## config.mk

```make
export PLATFORM = sky130hd
export DESIGN_NAME = pin_override_eq_boost_regs
export DESIGN_NICKNAME = d
export VERILOG_FILES = /design/src/eq_override_pkg.sv /design/src/boost_split_if.sv /design/src/boost_splitter.sv /design/src/pin_override_eq_boost_regs.sv
export VERILOG_INCLUDE_DIRS = /design/src
export SDC_FILE = /design/constraint.sdc
export NUM_CORES = 1
export LEC_CHECK = 0
export ABC_CLOCK_PERIOD_IN_PS = 2750
export BUFFER_PORTS_ARGS = -buffer_cell sky130_fd_sc_hd__buf_2
export CAP_MARGIN = 5
export CORE_MARGIN = 2
export CORE_UTILIZATION = 45
export CTS_BUF_LIST = sky130_fd_sc_hd__clkbuf_4 sky130_fd_sc_hd__clkbuf_8
export DETAILED_ROUTE_END_ITERATION = 12
export GPL_TIMING_DRIVEN = 1
export PLACE_DENSITY = 0.8
export SETUP_SLACK_MARGIN = 0.5
export SKIP_LAST_GASP = 1
export SLEW_MARGIN = 5
export SYNTH_ARGS = -nofsm -noshare
export SYNTH_HDL_FRONTEND = slang
export SYNTH_SLANG_ARGS = --single-unit
```

## constraint.sdc

```tcl
create_clock -name mclk -period 2.75 [get_ports mclk]
set_input_delay 0.55 -clock mclk [delete_from_list [all_inputs] [get_ports mclk]]
set_output_delay 0.55 -clock mclk [all_outputs]
set_load 0.05 [all_outputs]
```

## src/eq_override_consts.svh

```systemverilog
`ifndef EQ_OVERRIDE_CONSTS_SVH
`define EQ_OVERRIDE_CONSTS_SVH
`define OFS_RSVD_A 8'h38
`define OFS_RSVD_B 8'h39
`define OFS_LOW_RATE_BOOST 8'h3A
`define OFS_RSVD_C 8'h3B
`define OFS_RSVD_D 8'h3C
`define OFS_RSVD_E 8'h3D
`define OFS_LOCKMON 8'h3E
`define OFS_OVERRIDE 8'h3F
`define OFS_ENTRY0 8'h40
`define OFS_ENTRY1 8'h41
`define OFS_ENTRY2 8'h42
`define OFS_ENTRY3 8'h43
`define RST_LOW_RATE_BOOST 8'h00
`define RST_RSVD_C 8'h96
`define RST_RSVD_D 8'h90
`define RST_RSVD_E 8'h30
`define RST_LOCKMON 8'h80
`define RST_OVERRIDE 8'h01
`define RST_ENTRY0 8'h00
`define RST_ENTRY1 8'h40
`define RST_ENTRY2 8'h80
`define RST_ENTRY3 8'h50
`define BIT_ADAPT_OV 5
`define BIT_INSEL_OV 4
`define BIT_OUTMUX_OV 3
`define BIT_RATE_OV 2
`define BIT_BOOST_OV 1
`define BIT_ADAPT_3G 0
`define BIT_LOCKMON 7
`define MASK_LOCKMON 8'h80
`define MASK_OVERRIDE 8'h3F
`endif

```

## src/eq_override_pkg.sv

```systemverilog
package eq_override_pkg;
    typedef enum logic [1:0] {
        RATE_VIDEO = 2'h0,
        RATE_ETH10G = 2'h1
    } rate_family_t;
    typedef enum logic [2:0] {
        DR_270M = 3'h0,
        DR_1G5 = 3'h1,
        DR_3G = 3'h2,
        DR_HIGH = 3'h3
    } data_rate_t;
    typedef logic [1:0] stage_boost_t [4];
endpackage

```

## src/boost_split_if.sv

```systemverilog
interface boost_split_if;
    logic [7:0] boostByte;
    logic [1:0] stage0;
    logic [1:0] stage1;
    logic [1:0] stage2;
    logic [1:0] stage3;
    modport src (output boostByte, input stage0, stage1, stage2, stage3);
    modport split (input boostByte, output stage0, stage1, stage2, stage3);
endinterface

```

## src/boost_splitter.sv

```systemverilog
module boost_splitter (
    boost_split_if.split bus
);
    // Stage 0 sits in the top pair, stage 3 in the bottom pair
    assign bus.stage0 = bus.boostByte[7:6];
    assign bus.stage1 = bus.boostByte[5:4];
    assign bus.stage2 = bus.boostByte[3:2];
    assign bus.stage3 = bus.boostByte[1:0];
endmodule

```

## src/pin_override_eq_boost_regs.sv

```systemverilog
`include "eq_override_consts.svh"

module pin_override_eq_boost_regs (
    input wire logic mclk,
    input wire logic rst,
    input wire logic regWrite,
    input wire logic regRead,
    input wire logic [7:0] regAddr,
    input wire logic [7:0] regWdata,
    output logic [7:0] regRdata,
    input wire logic inOutSelPin,
    input wire logic outCtrlPin,
    input wire logic [1:0] inputRouteField,
    input wire logic [1:0] adaptModeField,
    input wire logic [1:0] outMuxField,
    input wire logic [1:0] rateSelField,
    input wire logic manualBoostEnable,
    input wire logic [7:0] manualBoost,
    input wire eq_override_pkg::data_rate_t dataRate,
    input wire logic lockDone,
    input wire logic adaptDone,
    input wire logic monitorTick,
    output logic cableToFirst,
    output logic cableToSecond,
    output logic boardToFirst,
    output logic boardToSecond,
    output logic [1:0] outMuxSel,
    output logic rateEth10g,
    output logic rateInvalid,
    output logic autoAdapt,
    output logic boostBypassPin,
    output logic useManualBoost,
    output logic [7:0] appliedBoost,
    output logic [1:0] appliedStage [4],
    output logic [7:0] adaptEntry [4],
    output logic eyeCheckReq
);
    // ----------------------------------------------------------------
    // State
    // ----------------------------------------------------------------
    typedef struct packed {
        logic [7:0] lowRateBoost;
        logic [7:0] lockMon;
        logic [7:0] override;
        logic [3:0][7:0] entry;
        logic inOutSel1;
        logic inOutSel2;
        logic outCtrl1;
        logic outCtrl2;
        logic [7:0] rdata;
        logic [7:0] boost;
        logic eyeReq;
    } state_t;
    state_t s_q;
    state_t s_d;
    logic boardSel;
    logic [1:0] route;
    logic [7:0] fixedOrAdapt;

    // ----------------------------------------------------------------
    // Steering
    // ----------------------------------------------------------------
    always_comb begin
        route = s_q.override[`BIT_INSEL_OV] ? inputRouteField
            : {s_q.inOutSel2, s_q.inOutSel2};
        boardSel = route[1];
    end
    assign cableToFirst = (route == 2'h0) || (route == 2'h1);
    assign cableToSecond = (route == 2'h0);
    assign boardToFirst = (route == 2'h3);
    assign boardToSecond = route[1];
    assign outMuxSel = s_q.override[`BIT_OUTMUX_OV] ? outMuxField
        : {s_q.outCtrl2, s_q.outCtrl2};
    assign rateEth10g = s_q.override[`BIT_RATE_OV]
        ? (rateSelField == 2'(eq_override_pkg::RATE_ETH10G)) : s_q.inOutSel2;
    assign rateInvalid = s_q.override[`BIT_RATE_OV] && rateSelField[1];
    assign autoAdapt = (s_q.override[`BIT_ADAPT_OV]
        ? (adaptModeField == 2'h1) : boardSel)
        && !(dataRate == eq_override_pkg::DR_3G
             && !s_q.override[`BIT_ADAPT_3G]);
    assign boostBypassPin = !s_q.override[`BIT_BOOST_OV] && s_q.outCtrl2;
    assign useManualBoost = s_q.override[`BIT_BOOST_OV] && manualBoostEnable;
    assign regRdata = s_q.rdata;
    assign appliedBoost = s_q.boost;
    assign eyeCheckReq = s_q.eyeReq;
    assign adaptEntry[0] = s_q.entry[0];
    assign adaptEntry[1] = s_q.entry[1];
    assign adaptEntry[2] = s_q.entry[2];
    assign adaptEntry[3] = s_q.entry[3];

    // ----------------------------------------------------------------
    // Stage split of the boost actually applied
    // ----------------------------------------------------------------
    boost_split_if split ();
    assign split.boostByte = s_q.boost;
    boost_splitter u_split (.bus(split));
    assign appliedStage[0] = split.stage0;
    assign appliedStage[1] = split.stage1;
    assign appliedStage[2] = split.stage2;
    assign appliedStage[3] = split.stage3;

    // ----------------------------------------------------------------
    // Next state
    // ----------------------------------------------------------------
    always_comb begin
        s_d = s_q;
        s_d.inOutSel1 = inOutSelPin;
        s_d.inOutSel2 = s_q.inOutSel1;
        s_d.outCtrl1 = outCtrlPin;
        s_d.outCtrl2 = s_q.outCtrl1;
        if (regWrite) begin
            unique case (regAddr)
                `OFS_LOW_RATE_BOOST: s_d.lowRateBoost = regWdata;
                // Only the enable bit is live; others read back zero
                `OFS_LOCKMON: s_d.lockMon = regWdata & `MASK_LOCKMON;
                `OFS_OVERRIDE: s_d.override = regWdata & `MASK_OVERRIDE;
                `OFS_ENTRY0, `OFS_ENTRY1, `OFS_ENTRY2, `OFS_ENTRY3:
                    s_d.entry[regAddr[1:0]] = regWdata;
                default: ;
            endcase
        end
        s_d.rdata = 8'h00;
        if (regRead) begin
            unique case (regAddr)
                `OFS_LOW_RATE_BOOST: s_d.rdata = s_q.lowRateBoost;
                `OFS_RSVD_C: s_d.rdata = `RST_RSVD_C;
                `OFS_RSVD_D: s_d.rdata = `RST_RSVD_D;
                `OFS_RSVD_E: s_d.rdata = `RST_RSVD_E;
                `OFS_LOCKMON: s_d.rdata = s_q.lockMon;
                `OFS_OVERRIDE: s_d.rdata = s_q.override;
                `OFS_ENTRY0, `OFS_ENTRY1, `OFS_ENTRY2, `OFS_ENTRY3:
                    s_d.rdata = s_q.entry[regAddr[1:0]];
                default: s_d.rdata = 8'h00;
            endcase
        end
        // Fixed byte at low rates, and at 3G when the BIT_ADAPT_3G override bit is clear
        fixedOrAdapt = s_q.entry[0];
        if (dataRate == eq_override_pkg::DR_270M
            || dataRate == eq_override_pkg::DR_1G5
            || (dataRate == eq_override_pkg::DR_3G
                && !s_q.override[`BIT_ADAPT_3G]))
            fixedOrAdapt = s_q.lowRateBoost;
        s_d.boost = useManualBoost ? manualBoost : fixedOrAdapt;
        s_d.eyeReq = s_q.lockMon[`BIT_LOCKMON] && lockDone && adaptDone
            && monitorTick;
    end

    always_ff @(posedge mclk or posedge rst) begin
        if (rst) begin
            s_q <= '0;
            s_q.lowRateBoost <= `RST_LOW_RATE_BOOST;
            s_q.lockMon <= `RST_LOCKMON;
            s_q.override <= `RST_OVERRIDE;
            s_q.entry[0] <= `RST_ENTRY0;
            s_q.entry[1] <= `RST_ENTRY1;
            s_q.entry[2] <= `RST_ENTRY2;
            s_q.entry[3] <= `RST_ENTRY3;
        end else begin
            s_q <= s_d;
        end
    end
endmodule

```

==> metrics.md, run 1 <==
| Metric | Value |
|---|---|
| Htree depth | 3 |
| Final Hold Vio Count | 0 |
| Die W | 92.9 um |
| Wirelength per Cell | 16.4 um |
| Slew HR | 0.487 |
| Vias post-DR | 2,432 |
| Critical path arrival | 1.63 ns |
| Die ar. | 0.00863 sq mm |
| CTS max path bufs | 2 |
| Post-Layout Cell Count | 472 |
| Filler instances | 676 |
| All-Layer GR Usage | 0.187 |
| Layout cells sized above 1 | 0.576 |
| Main synth FF type | dfrtp_1 |
| FMAX | 459 MHz |
| Setup violators final | 0 |
| GPL Wtd Cong | 0.787 |
| Final slew viol count | 0 |
| WL final | 7.75 mm |
| CTS buffer count | 9 |
| Seq/Total Area, Yosys | 0.480 |
| # DRC | 0 |
| Final ANT Viol Nets | 0 |
| Area post-placement | 0.00387 sq mm |
| Leakage | 0.00213 uW |
| Clk sink count | 68 |
| Max layer used | met4 |
| Worst Skew | 0.0106 ns |
| PwrDens | 570 mW/mm^2 |
| Peak supply drop | 0.258 mV |
| Max_cap viols | 0 |
| FF+latch area | 0.00171 sq mm |
| Diode count | 0 |
| Clock period minus worst slack | 2.18 ns |
| CTS resizes | 0 |
| Post-Syn Instances | 301 |
| Worst R2R Start | s_q[53]$_DFFE_PP1P_ |
| Buffer count from post-CTS setup fixing | 0 |
| Synth async-reset ratio | 1.00 |
| Hold-fix buffers at CTS | 0 |
| First-pass GRT wire length | 12.3 mm |
| Unrepaired setup endpoints after global routing | false |
| Die H | 92.9 um |
| Final nets | 410 |
| Fin area | 0.00408 sq mm |
| Largest net degree at the start of global routing | 36 |
| Power after layout | 2330 uW |
| Number of port buffers | 112 |
| Clock insertion delay at the later pin of the skew report | 0.34 ns |
| Cell Rows | 32 |
| Endpoint class of the critical path | output pin |
| Initial antenna violation count | 0 |
| Fin crit share | 0.793 |
| DP Cell Count | 456 |
| Vias in the first global route | 2,392 |
| Syn Area/Cell | 11.8 sq um |
| Setup crit start | s_q[57]$_DFFE_PP0P_ |
| Grt total ovfl | 0 |
| Min-delay src | outCtrlPin |
| Setup TNS | 0 ns |
| Drt first pass iters | 4 |
| Unique masters post-synth | 41 |
| Initial Util | 0.463 |
| Seq cells post-synth | 68 |
| Number of synthesized flops with an enable pin | 0 |
| DR vias/cell | 5.15 |
| Root buffer cell | clkbuf_8 |
| I/O pins | 113 |
| Syn. warnings | 0 |
| Area growth syn-to-layout | 14.8% |
| Clock-pin slew on the worst setup and hold paths | 0.06 ns |
| Critical path type | reg2out |
| Worst setup SP type | flop |
| Met1 WL | 3.33 mm |
| Worst-margin pin slew | 0.767 ns |
| Syn Nets | 346 |
| Core ar. | 0.00769 sq mm |
| Status | complete, no violations |
| Metal2 WL | 3.69 mm |
| Worst-path fanout max | 6 |
| HP Class | in2reg |
| CTS tree | built |
| Met3 wire length | 576 um |
| Area occupied by multi-input gates | 0.00138 sq mm |
| WP data required | 2.20 ns |
| Initial DRC count | 181 |
| HPWL after detailed placement | 5.88 mm |
| Mapped Area | 0.00356 sq mm |
## logic make-up after synthesis
| logic type | share of synthesized area |
|---|---|
| buffers and inverters | 0.141 |
| flip-flops | 0.480 |
| AND/OR/NAND/NOR | 0.109 |
| multiplexers | 0.222 |
| AO/OA/AOI/OAI | 0.0475 |
## state kept, by name, indices dropped and copies added (netlist names)
signal / count
regRdata: 8
eyeCheckReq: 1
appliedBoost: 8
adaptEntry: 32
s_d: 2
s_q: 17
## area by class of cell
type,instances,area share
Clock buffer,14,0.0411
Multi-Input combinational cell,160,0.338
Inverter,6,0.00736
Tap cell,102,0.0313
Clock inverter,2,0.00858
Timing Repair Buffer,120,0.155
Sequential cell,68,0.419
## placed cells by master, fill, tap and decap left out, drive strengths merged, types with 6 or more instances in the layout
master	n
o21ai	17
dfstp	6
dfrtp	62
mux4	8
mux2i	8
a21oi	7
mux2	47
nand3	6
buf	120
clkbuf	14
nand2	27
nor2	7
## Yosys cell counts, types with 2 or more instances
library cell  instances  area share
nor3b_1               2      0.0042
buf_4                56        0.12
nand3_1               5      0.0070
clkbuf_1              5      0.0053
nor2b_1               3      0.0053
a21oi_1               6      0.0084
mux2_2               47        0.15
nand2_1              27       0.028
a32oi_1               2      0.0049
buf_2                 3      0.0042
dfrtp_1              62        0.44
and2_1                3      0.0053
inv_1                 6      0.0063
mux2i_1               8       0.023
a31oi_1               2      0.0035
mux4_2                8       0.051
nand4_1               3      0.0053
buf_6                 2      0.0063
o21ai_0              17       0.024
nor2_1                7      0.0074
dfstp_2               6       0.044
nand2b_1              2      0.0035
## layer usage
metal	vias up	GRT usage
met5	-	0
met4	0	0.0858
met3	13	0.0448
met2	93	0.295
met1	1198	0.245
li1	1128	-
## power by group
group	leakage, uW	total, uW	internal [uW]	switching, uW
Combinational	0.00111	405	121	284
Sequential	0.000910	1080	1050	33.9
Clock	0.000108	839	484	356
## stage by stage
stage	util	worst slack [ns]	hold WS, ns
2_1_floorplan	-	0.517	0.331
3_3_place_gp	0.504	0.364	0.333
3_5_place_dp	0.504	0.339	0.336
4_1_cts	0.530	0.512	0.308
5_1_grt	0.531	0.514	0.308
6_report	0.531	0.570	0.315
## worst max-delay path, stage by stage, from the launching register on
cell        delay, ns
dfrtp_1          0.45
nand2b_4         0.19
nand2_4          0.08
clkinvlp_4       0.10
a211oi_4         0.18
buf_2            0.29
## path summary, 6_finish.rpt
check / slack [ns] / cells after the start / end
setup / recovery: 0.57 / 5 / autoAdapt
hold / removal: 0.32 / 1 / s_d[17]$_DFF_PP0_
setup reg to reg: 0.99 / 4 / appliedBoost[4]$_DFF_PP0_
hold reg to reg: 0.35 / 0 / s_q[17]$_DFF_PP0_
max in group asynchronous: 1.73 / 3 / s_q[53]$_DFFE_PP1P_
min in group asynchronous: 0.34 / 2 / s_q[73]$_DFFE_PP0P_
Power figures use the tool's default switching activity.
==> inputs of run 2 (changes only) <==
Settings changed: ABC_CLOCK_PERIOD_IN_PS 2750 to 2100.
Clock period 2.75 ns to 2.1 ns, I/O delays scaled along.
==> run 2 against run 1 <==
Net effect: power rose by 34%; combinational power increased by 48%; clock power up 31%; final cell count up 3.2%; non-clock buffer count rose by 15; clock-buffer cell count fell by 3.
==> metrics.md, run 2 (synthesis results as in run 1) <==
| Metric | Value |
|---|---|
| Setup TNS | 0 ns |
| All-Layer GR Usage | 0.201 |
| DR vias/cell | 5.23 |
| Htree depth | 3 |
| CP cell instances | nand2b_4 > nand2_4 > clkinvlp_4 > a211oi_4 > buf_6 |
| Initial DRC count | 155 |
| Die ar. | 0.00863 sq mm |
| Max_cap viols | 0 |
| Grt total ovfl | 0 |
| Worst-margin pin slew | 0.526 ns |
| Area post-placement | 0.00401 sq mm |
| Hold-fix buffers at CTS | 0 |
| Die W | 92.9 um |
| Clock-pin slew on the worst setup and hold paths | 0.07 ns |
| I/O pins | 113 |
| Slew HR | 0.648 |
| Slowest CP cell | dfrtp_2 |
| Layout cells sized above 1 | 0.618 |
| Vias in the first global route | 2,579 |
| Worst-path fanout max | 4 |
| Endpoint class of the critical path | output pin |
| Max incr delay on CP | 0.43 ns |
| Final slew viol count | 0 |
| Most frequent cells in the layout | buf_2, dfrtp_1, mux2_2 |
| GPL Wtd Cong | 0.765 |
| WP data required | 1.68 ns |
| Unrepaired setup endpoints after global routing | true |
| Wirelength per Cell | 17.6 um |
| Power after layout | 3110 uW |
| WL final | 8.59 mm |
| Leakage | 0.00227 uW |
| FMAX | 515 MHz |
| HPWL after detailed placement | 6.30 mm |
| First-pass GRT wire length | 13.2 mm |
| Initial Util | 0.463 |
| Critical path type | reg2out |
| Vias post-DR | 2,546 |
| Number of port buffers | 112 |
| Largest register FFs | 32 |
| CTS buffer count | 9 |
| Filler instances | 629 |
| Area occupied by multi-input gates | 0.00152 sq mm |
| Worst setup SP type | flop |
| Core ar. | 0.00769 sq mm |
| Fin crit share | 0.924 |
| Final Hold Vio Count | 0 |
| CTS tree | built |
| Setup violators final | 0 |
| Worst R2R Start | s_q[53]$_DFFE_PP1P_ |
| Peak supply drop | 0.378 mV |
| Drt first pass iters | 4 |
| Commonest non-fill, non-tap cell in the layout | buf_2 |
| Die H | 92.9 um |
| Post-Layout Cell Count | 487 |
| FF+latch area | 0.00171 sq mm |
| Final ANT Viol Nets | 0 |
| Final nets | 425 |
| Root buffer cell | clkbuf_8 |
| DP Cell Count | 461 |
| Largest net degree at the start of global routing | 46 |
| Clock period minus worst slack | 1.94 ns |
| Clock insertion delay at the later pin of the skew report | 0.34 ns |
| Diode count | 0 |
| Critical path arrival | 1.52 ns |
| R2R setup slack | 0.62 ns |
| # DRC | 0 |
| PwrDens | 701 mW/mm^2 |
| Clk sink count | 68 |
| Fin area | 0.00444 sq mm |
| Status | complete, no violations |
| Initial antenna violation count | 0 |
| Worst Skew | 0.00408 ns |
| R2R cell count | 5 |
| Area growth syn-to-layout | 24.9% |
| Reg2reg end | appliedBoost[1]$_DFF_PP0_ |
| HP Class | in2async |
| Cell Rows | 32 |
| CTS max path bufs | 2 |
## run 2: worst max path at each step
| stage | start | to | slack, ns | cells after the start |
|---|---|---|---|---|
| after floorplan | s_q[57]$_DFFE_PP0P_ | autoAdapt | -0.01 | 4 |
| final | s_q[57]$_DFFE_PP0P_ | autoAdapt | 0.16 | 5 |
| after detailed placement | regAddr[3] | adaptEntry[21]$_DFFE_PP0P_ | -0.08 | 6 |
| after global routing | s_q[57]$_DFFE_PP0P_ | autoAdapt | 0.11 | 5 |
| after global placement | regAddr[3] | adaptEntry[20]$_DFFE_PP0P_ | -0.05 | 6 |
| after CTS | s_q[53]$_DFFE_PP1P_ | autoAdapt | 0.16 | 4 |
## run 2: through the flow
step,utilization,setup WS (ns),hold slack (ns)
after floorplan,-,-0.0108,0.331
after global placement,0.521,-0.0467,0.335
after detailed placement,0.521,-0.0791,0.336
after CTS,0.565,0.155,0.122
after global routing,0.578,0.110,0.147
final,0.578,0.160,0.110
## run 2: what timing repair did
action | 4_1_cts | 5_1_grt
endpoints found under the hold margin | 0 | 0
endpoints found under the setup margin | 41 | 60
gates resized for setup | 27 | 17
cloned | 0 | 0
setup buffers | 5 | 5
pin swaps | 1 | 2
## run 2: layer usage
| metal | vias up | track usage | wire [um] |
|---|---|---|---|
| li1 | 1153 | - | - |
| met5 | - | 0 | 0 |
| met3 | 13 | 0.0537 | 601 |
| met4 | 0 | 0.0907 | 164 |
| met2 | 110 | 0.327 | 4330 |
| met1 | 1270 | 0.252 | 3490 |
## run 2: worst max-delay path: cells and delay by family (launching register included)
family                 cells  cell delay [ns]
AO/OA/AOI/OAI              1             0.21
AND/OR/NAND/NOR            2             0.23
buffers and inverters      2             0.30
flip-flops                 1             0.43
## run 2: power breakdown
group	switching (uW)	total, uW	internal (uW)
Sequential	48.6	1420	1370
Clock	491	1100	605
Combinational	393	599	206
## run 2: final cells by class
cell class,count,share of cell area
clock inverter,5,0.0113
timing repair buffer,135,0.192
inverter,6,0.00676
clock buffer,11,0.0341
tap,102,0.0287
multi-input combinational,160,0.342
sequential,68,0.385
==> inputs of run 3 (changes only) <==
Settings changed: CORE_ASPECT_RATIO from default to 0.75, CTS_BUF_LIST sky130_fd_sc_hd__clkbuf_4 sky130_fd_sc_hd__clkbuf_8 to sky130_fd_sc_hd__clkbuf_4.
==> run 3 against run 2 <==
Net effect: via count decreased by 0.67%; first-iteration DRC count decreased by 46%; sequential cell count unchanged; final cell count increased by 1.6%; wire length increased by 0.95%; global-route usage increased by 1.1 points; setup slack got worse by 0.055 ns; sequential power about the same; combinational power increased by 4.0%; sequential share of layout area decreased by 0.31 points; critical endpoint unchanged; largest cell class unchanged.
==> metrics.md, run 3 (synthesis results as in run 1) <==
| Metric | Value |
|---|---|
| Initial Util | 0.457 |
| Hold-fix buffers at CTS | 0 |
| Die ar. | 0.00864 sq mm |
| Most frequent cells in the layout | buf_2, dfrtp_1, mux2_2 |
| Area growth syn-to-layout | 25.9% |
| Status | complete, no violations |
| WP data required | 1.68 ns |
| Root buffer cell | clkbuf_4 |
| Cell Rows | 28 |
| Core ar. | 0.00778 sq mm |
| Drt first pass iters | 4 |
| Final Hold Vio Count | 0 |
| Fin area | 0.00448 sq mm |
| Critical path arrival | 1.57 ns |
| GPL Wtd Cong | 0.840 |
| CP Buf/Inv Count | 2 |
| FMAX | 501 MHz |
| Worst-margin pin slew | 0.396 ns |
| Clock insertion delay at the later pin of the skew report | 0.41 ns |
| Die H | 81.0 um |
| Number of port buffers | 112 |
| All-Layer GR Usage | 0.212 |
| Clock-pin slew on the worst setup and hold paths | 0.11 ns |
| Comb pwr share | 0.226 |
| CTS buffer count | 9 |
| Vias in the first global route | 2,586 |
| Peak supply drop | 0.314 mV |
| Wirelength per Cell | 17.5 um |
| Setup TNS | 0 ns |
| First-pass GRT wire length | 13.7 mm |
| Setup violators final | 0 |
| Initial DRC count | 83 |
| Slew HR | 0.736 |
| Diode count | 0 |
| WL final | 8.67 mm |
| Largest net degree at the start of global routing | 69 |
| Htree depth | 3 |
| Clk sink count | 68 |
| Max_cap viols | 0 |
| I/O pins | 113 |
| Fin crit share | 0.950 |
| Worst Skew | 0.0123 ns |
| Area post-placement | 0.00402 sq mm |
| HPWL after detailed placement | 6.34 mm |
| Sw frac | 0.336 |
| Final slew viol count | 0 |
| CP cell instances | nand2b_4 > nand2_4 > clkinvlp_4 > a211oi_4 > buf_6 |
| Cell family with most CP delay | flip-flops |
| Max incr delay on CP | 0.43 ns |
| Initial antenna violation count | 0 |
| Clock share of power | 0.259 |
| Unrepaired setup endpoints after global routing | true |
| Clock period minus worst slack | 1.99 ns |
| Final ANT Viol Nets | 0 |
| Pre-CTS WS | -0.0892 ns |
| Leakage | 0.00227 uW |
| Psw | 926 uW |
| Vias post-DR | 2,529 |
| Endpoint class of the critical path | output pin |
| Grt total ovfl | 0 |
| Layout cells sized above 1 | 0.633 |
| Worst setup SP type | flop |
| Largest register FFs | 32 |
| CTS tree | built |
| Pint | 1830 uW |
| PwrDens | 616 mW/mm^2 |
| Final Worst Setup Slack | 0.105 ns |
| Seq pwr share | 0.515 |
| Worst-path fanout max | 3 |
| Die W | 107 um |
| Final nets | 430 |
| Critical path type | reg2out |
| HP Class | in2async |
| DR vias/cell | 5.11 |
| Commonest non-fill, non-tap cell in the layout | buf_2 |
| Hold Slack | 0.0737 ns |
| CTS max path bufs | 2 |
| Slowest CP cell | dfrtp_1 |
| # DRC | 0 |
| R2R setup slack | 0.63 ns |
[run 3: cell types whose count changed in the layout (fill, tap and decap cells not counted), moves of 6 or more]
| cell | delta |
|---|---|
| buf_8 | +6 |
| buf_4 | +6 |
| buf_2 | -9 |
| clkbuf_8 | -11 |
| clkbuf_4 | +10 |
[run 3: worst reg2reg max path, delay by kind of cell (launching register included)]
kind | cells | cell delay (ns)
compound gates | 2 | 0.24
mux | 1 | 0.27
buf+inv | 1 | 0.21
simple gates | 1 | 0.25
flops | 1 | 0.40
[run 3: per-layer routing]
layer / GRT usage / vias up / wire [um]
li1: - / 1166 / -
met3: 0.0658 / 13 / 695
met1: 0.283 / 1224 / 3870
met4: 0.0740 / 0 / 143
met5: 0 / - / 0
met2: 0.331 / 126 / 3960
[run 3: repair_timing]
action	4_1_cts	5_1_grt
endpoints found under the hold margin	0	0
setup endpoints to repair	48	58
buffers inserted	8	6
pin swaps	4	6
gates cloned	0	0
resized for setup	47	26
[run 3: layout make-up]
type | instances | area [sq um]
flip-flops and latches | 68 | 1710
clock buffers | 9 | 67.6
multi-input cells | 160 | 1540
well taps | 105 | 131
repair buffers | 140 | 961
fillers | 649 | 3300
clock inverters | 7 | 42.5
inverters | 6 | 30.0
[run 3: worst paths after layout]
check / start / end / cells past startpoint
setup / recovery: s_q[57]$_DFFE_PP0P_ / autoAdapt / 5
hold / removal: rst / appliedBoost[4]$_DFF_PP0_ / 3
setup reg to reg: s_q[53]$_DFFE_PP1P_ / appliedBoost[1]$_DFF_PP0_ / 5
hold reg to reg: s_d[17]$_DFF_PP0_ / s_q[17]$_DFF_PP0_ / 0
max in group asynchronous: rst / adaptEntry[22]$_DFFE_PP1P_ / 3
min in group mclk: inOutSelPin / s_d[19]$_DFF_PP0_ / 1
[run 3: power by group through the flow]
| stage | Clock [uW] | Sequential (uW) | Combinational [uW] |
|---|---|---|---|
| finish | 715 | 1420 | 623 |
| global route | 795 | 1430 | 660 |
| CTS | 741 | 1420 | 603 |
| detailed placement | 0 | 1440 | 556 |
| global placement | 0 | 1440 | 547 |
| floorplan | 0 | 1430 | 472 |
[run 3: stage by stage]
| step | cells | util | total power [uW] |
|---|---|---|---|
| after CTS | 489 | 0.560 | 2760 |
| after global placement | 465 | 0.517 | 1990 |
| after floorplan | 301 | - | 1900 |
| after global routing | 495 | 0.576 | 2880 |
| after detailed placement | 465 | 0.517 | 2000 |
| final | 495 | 0.576 | 2760 |
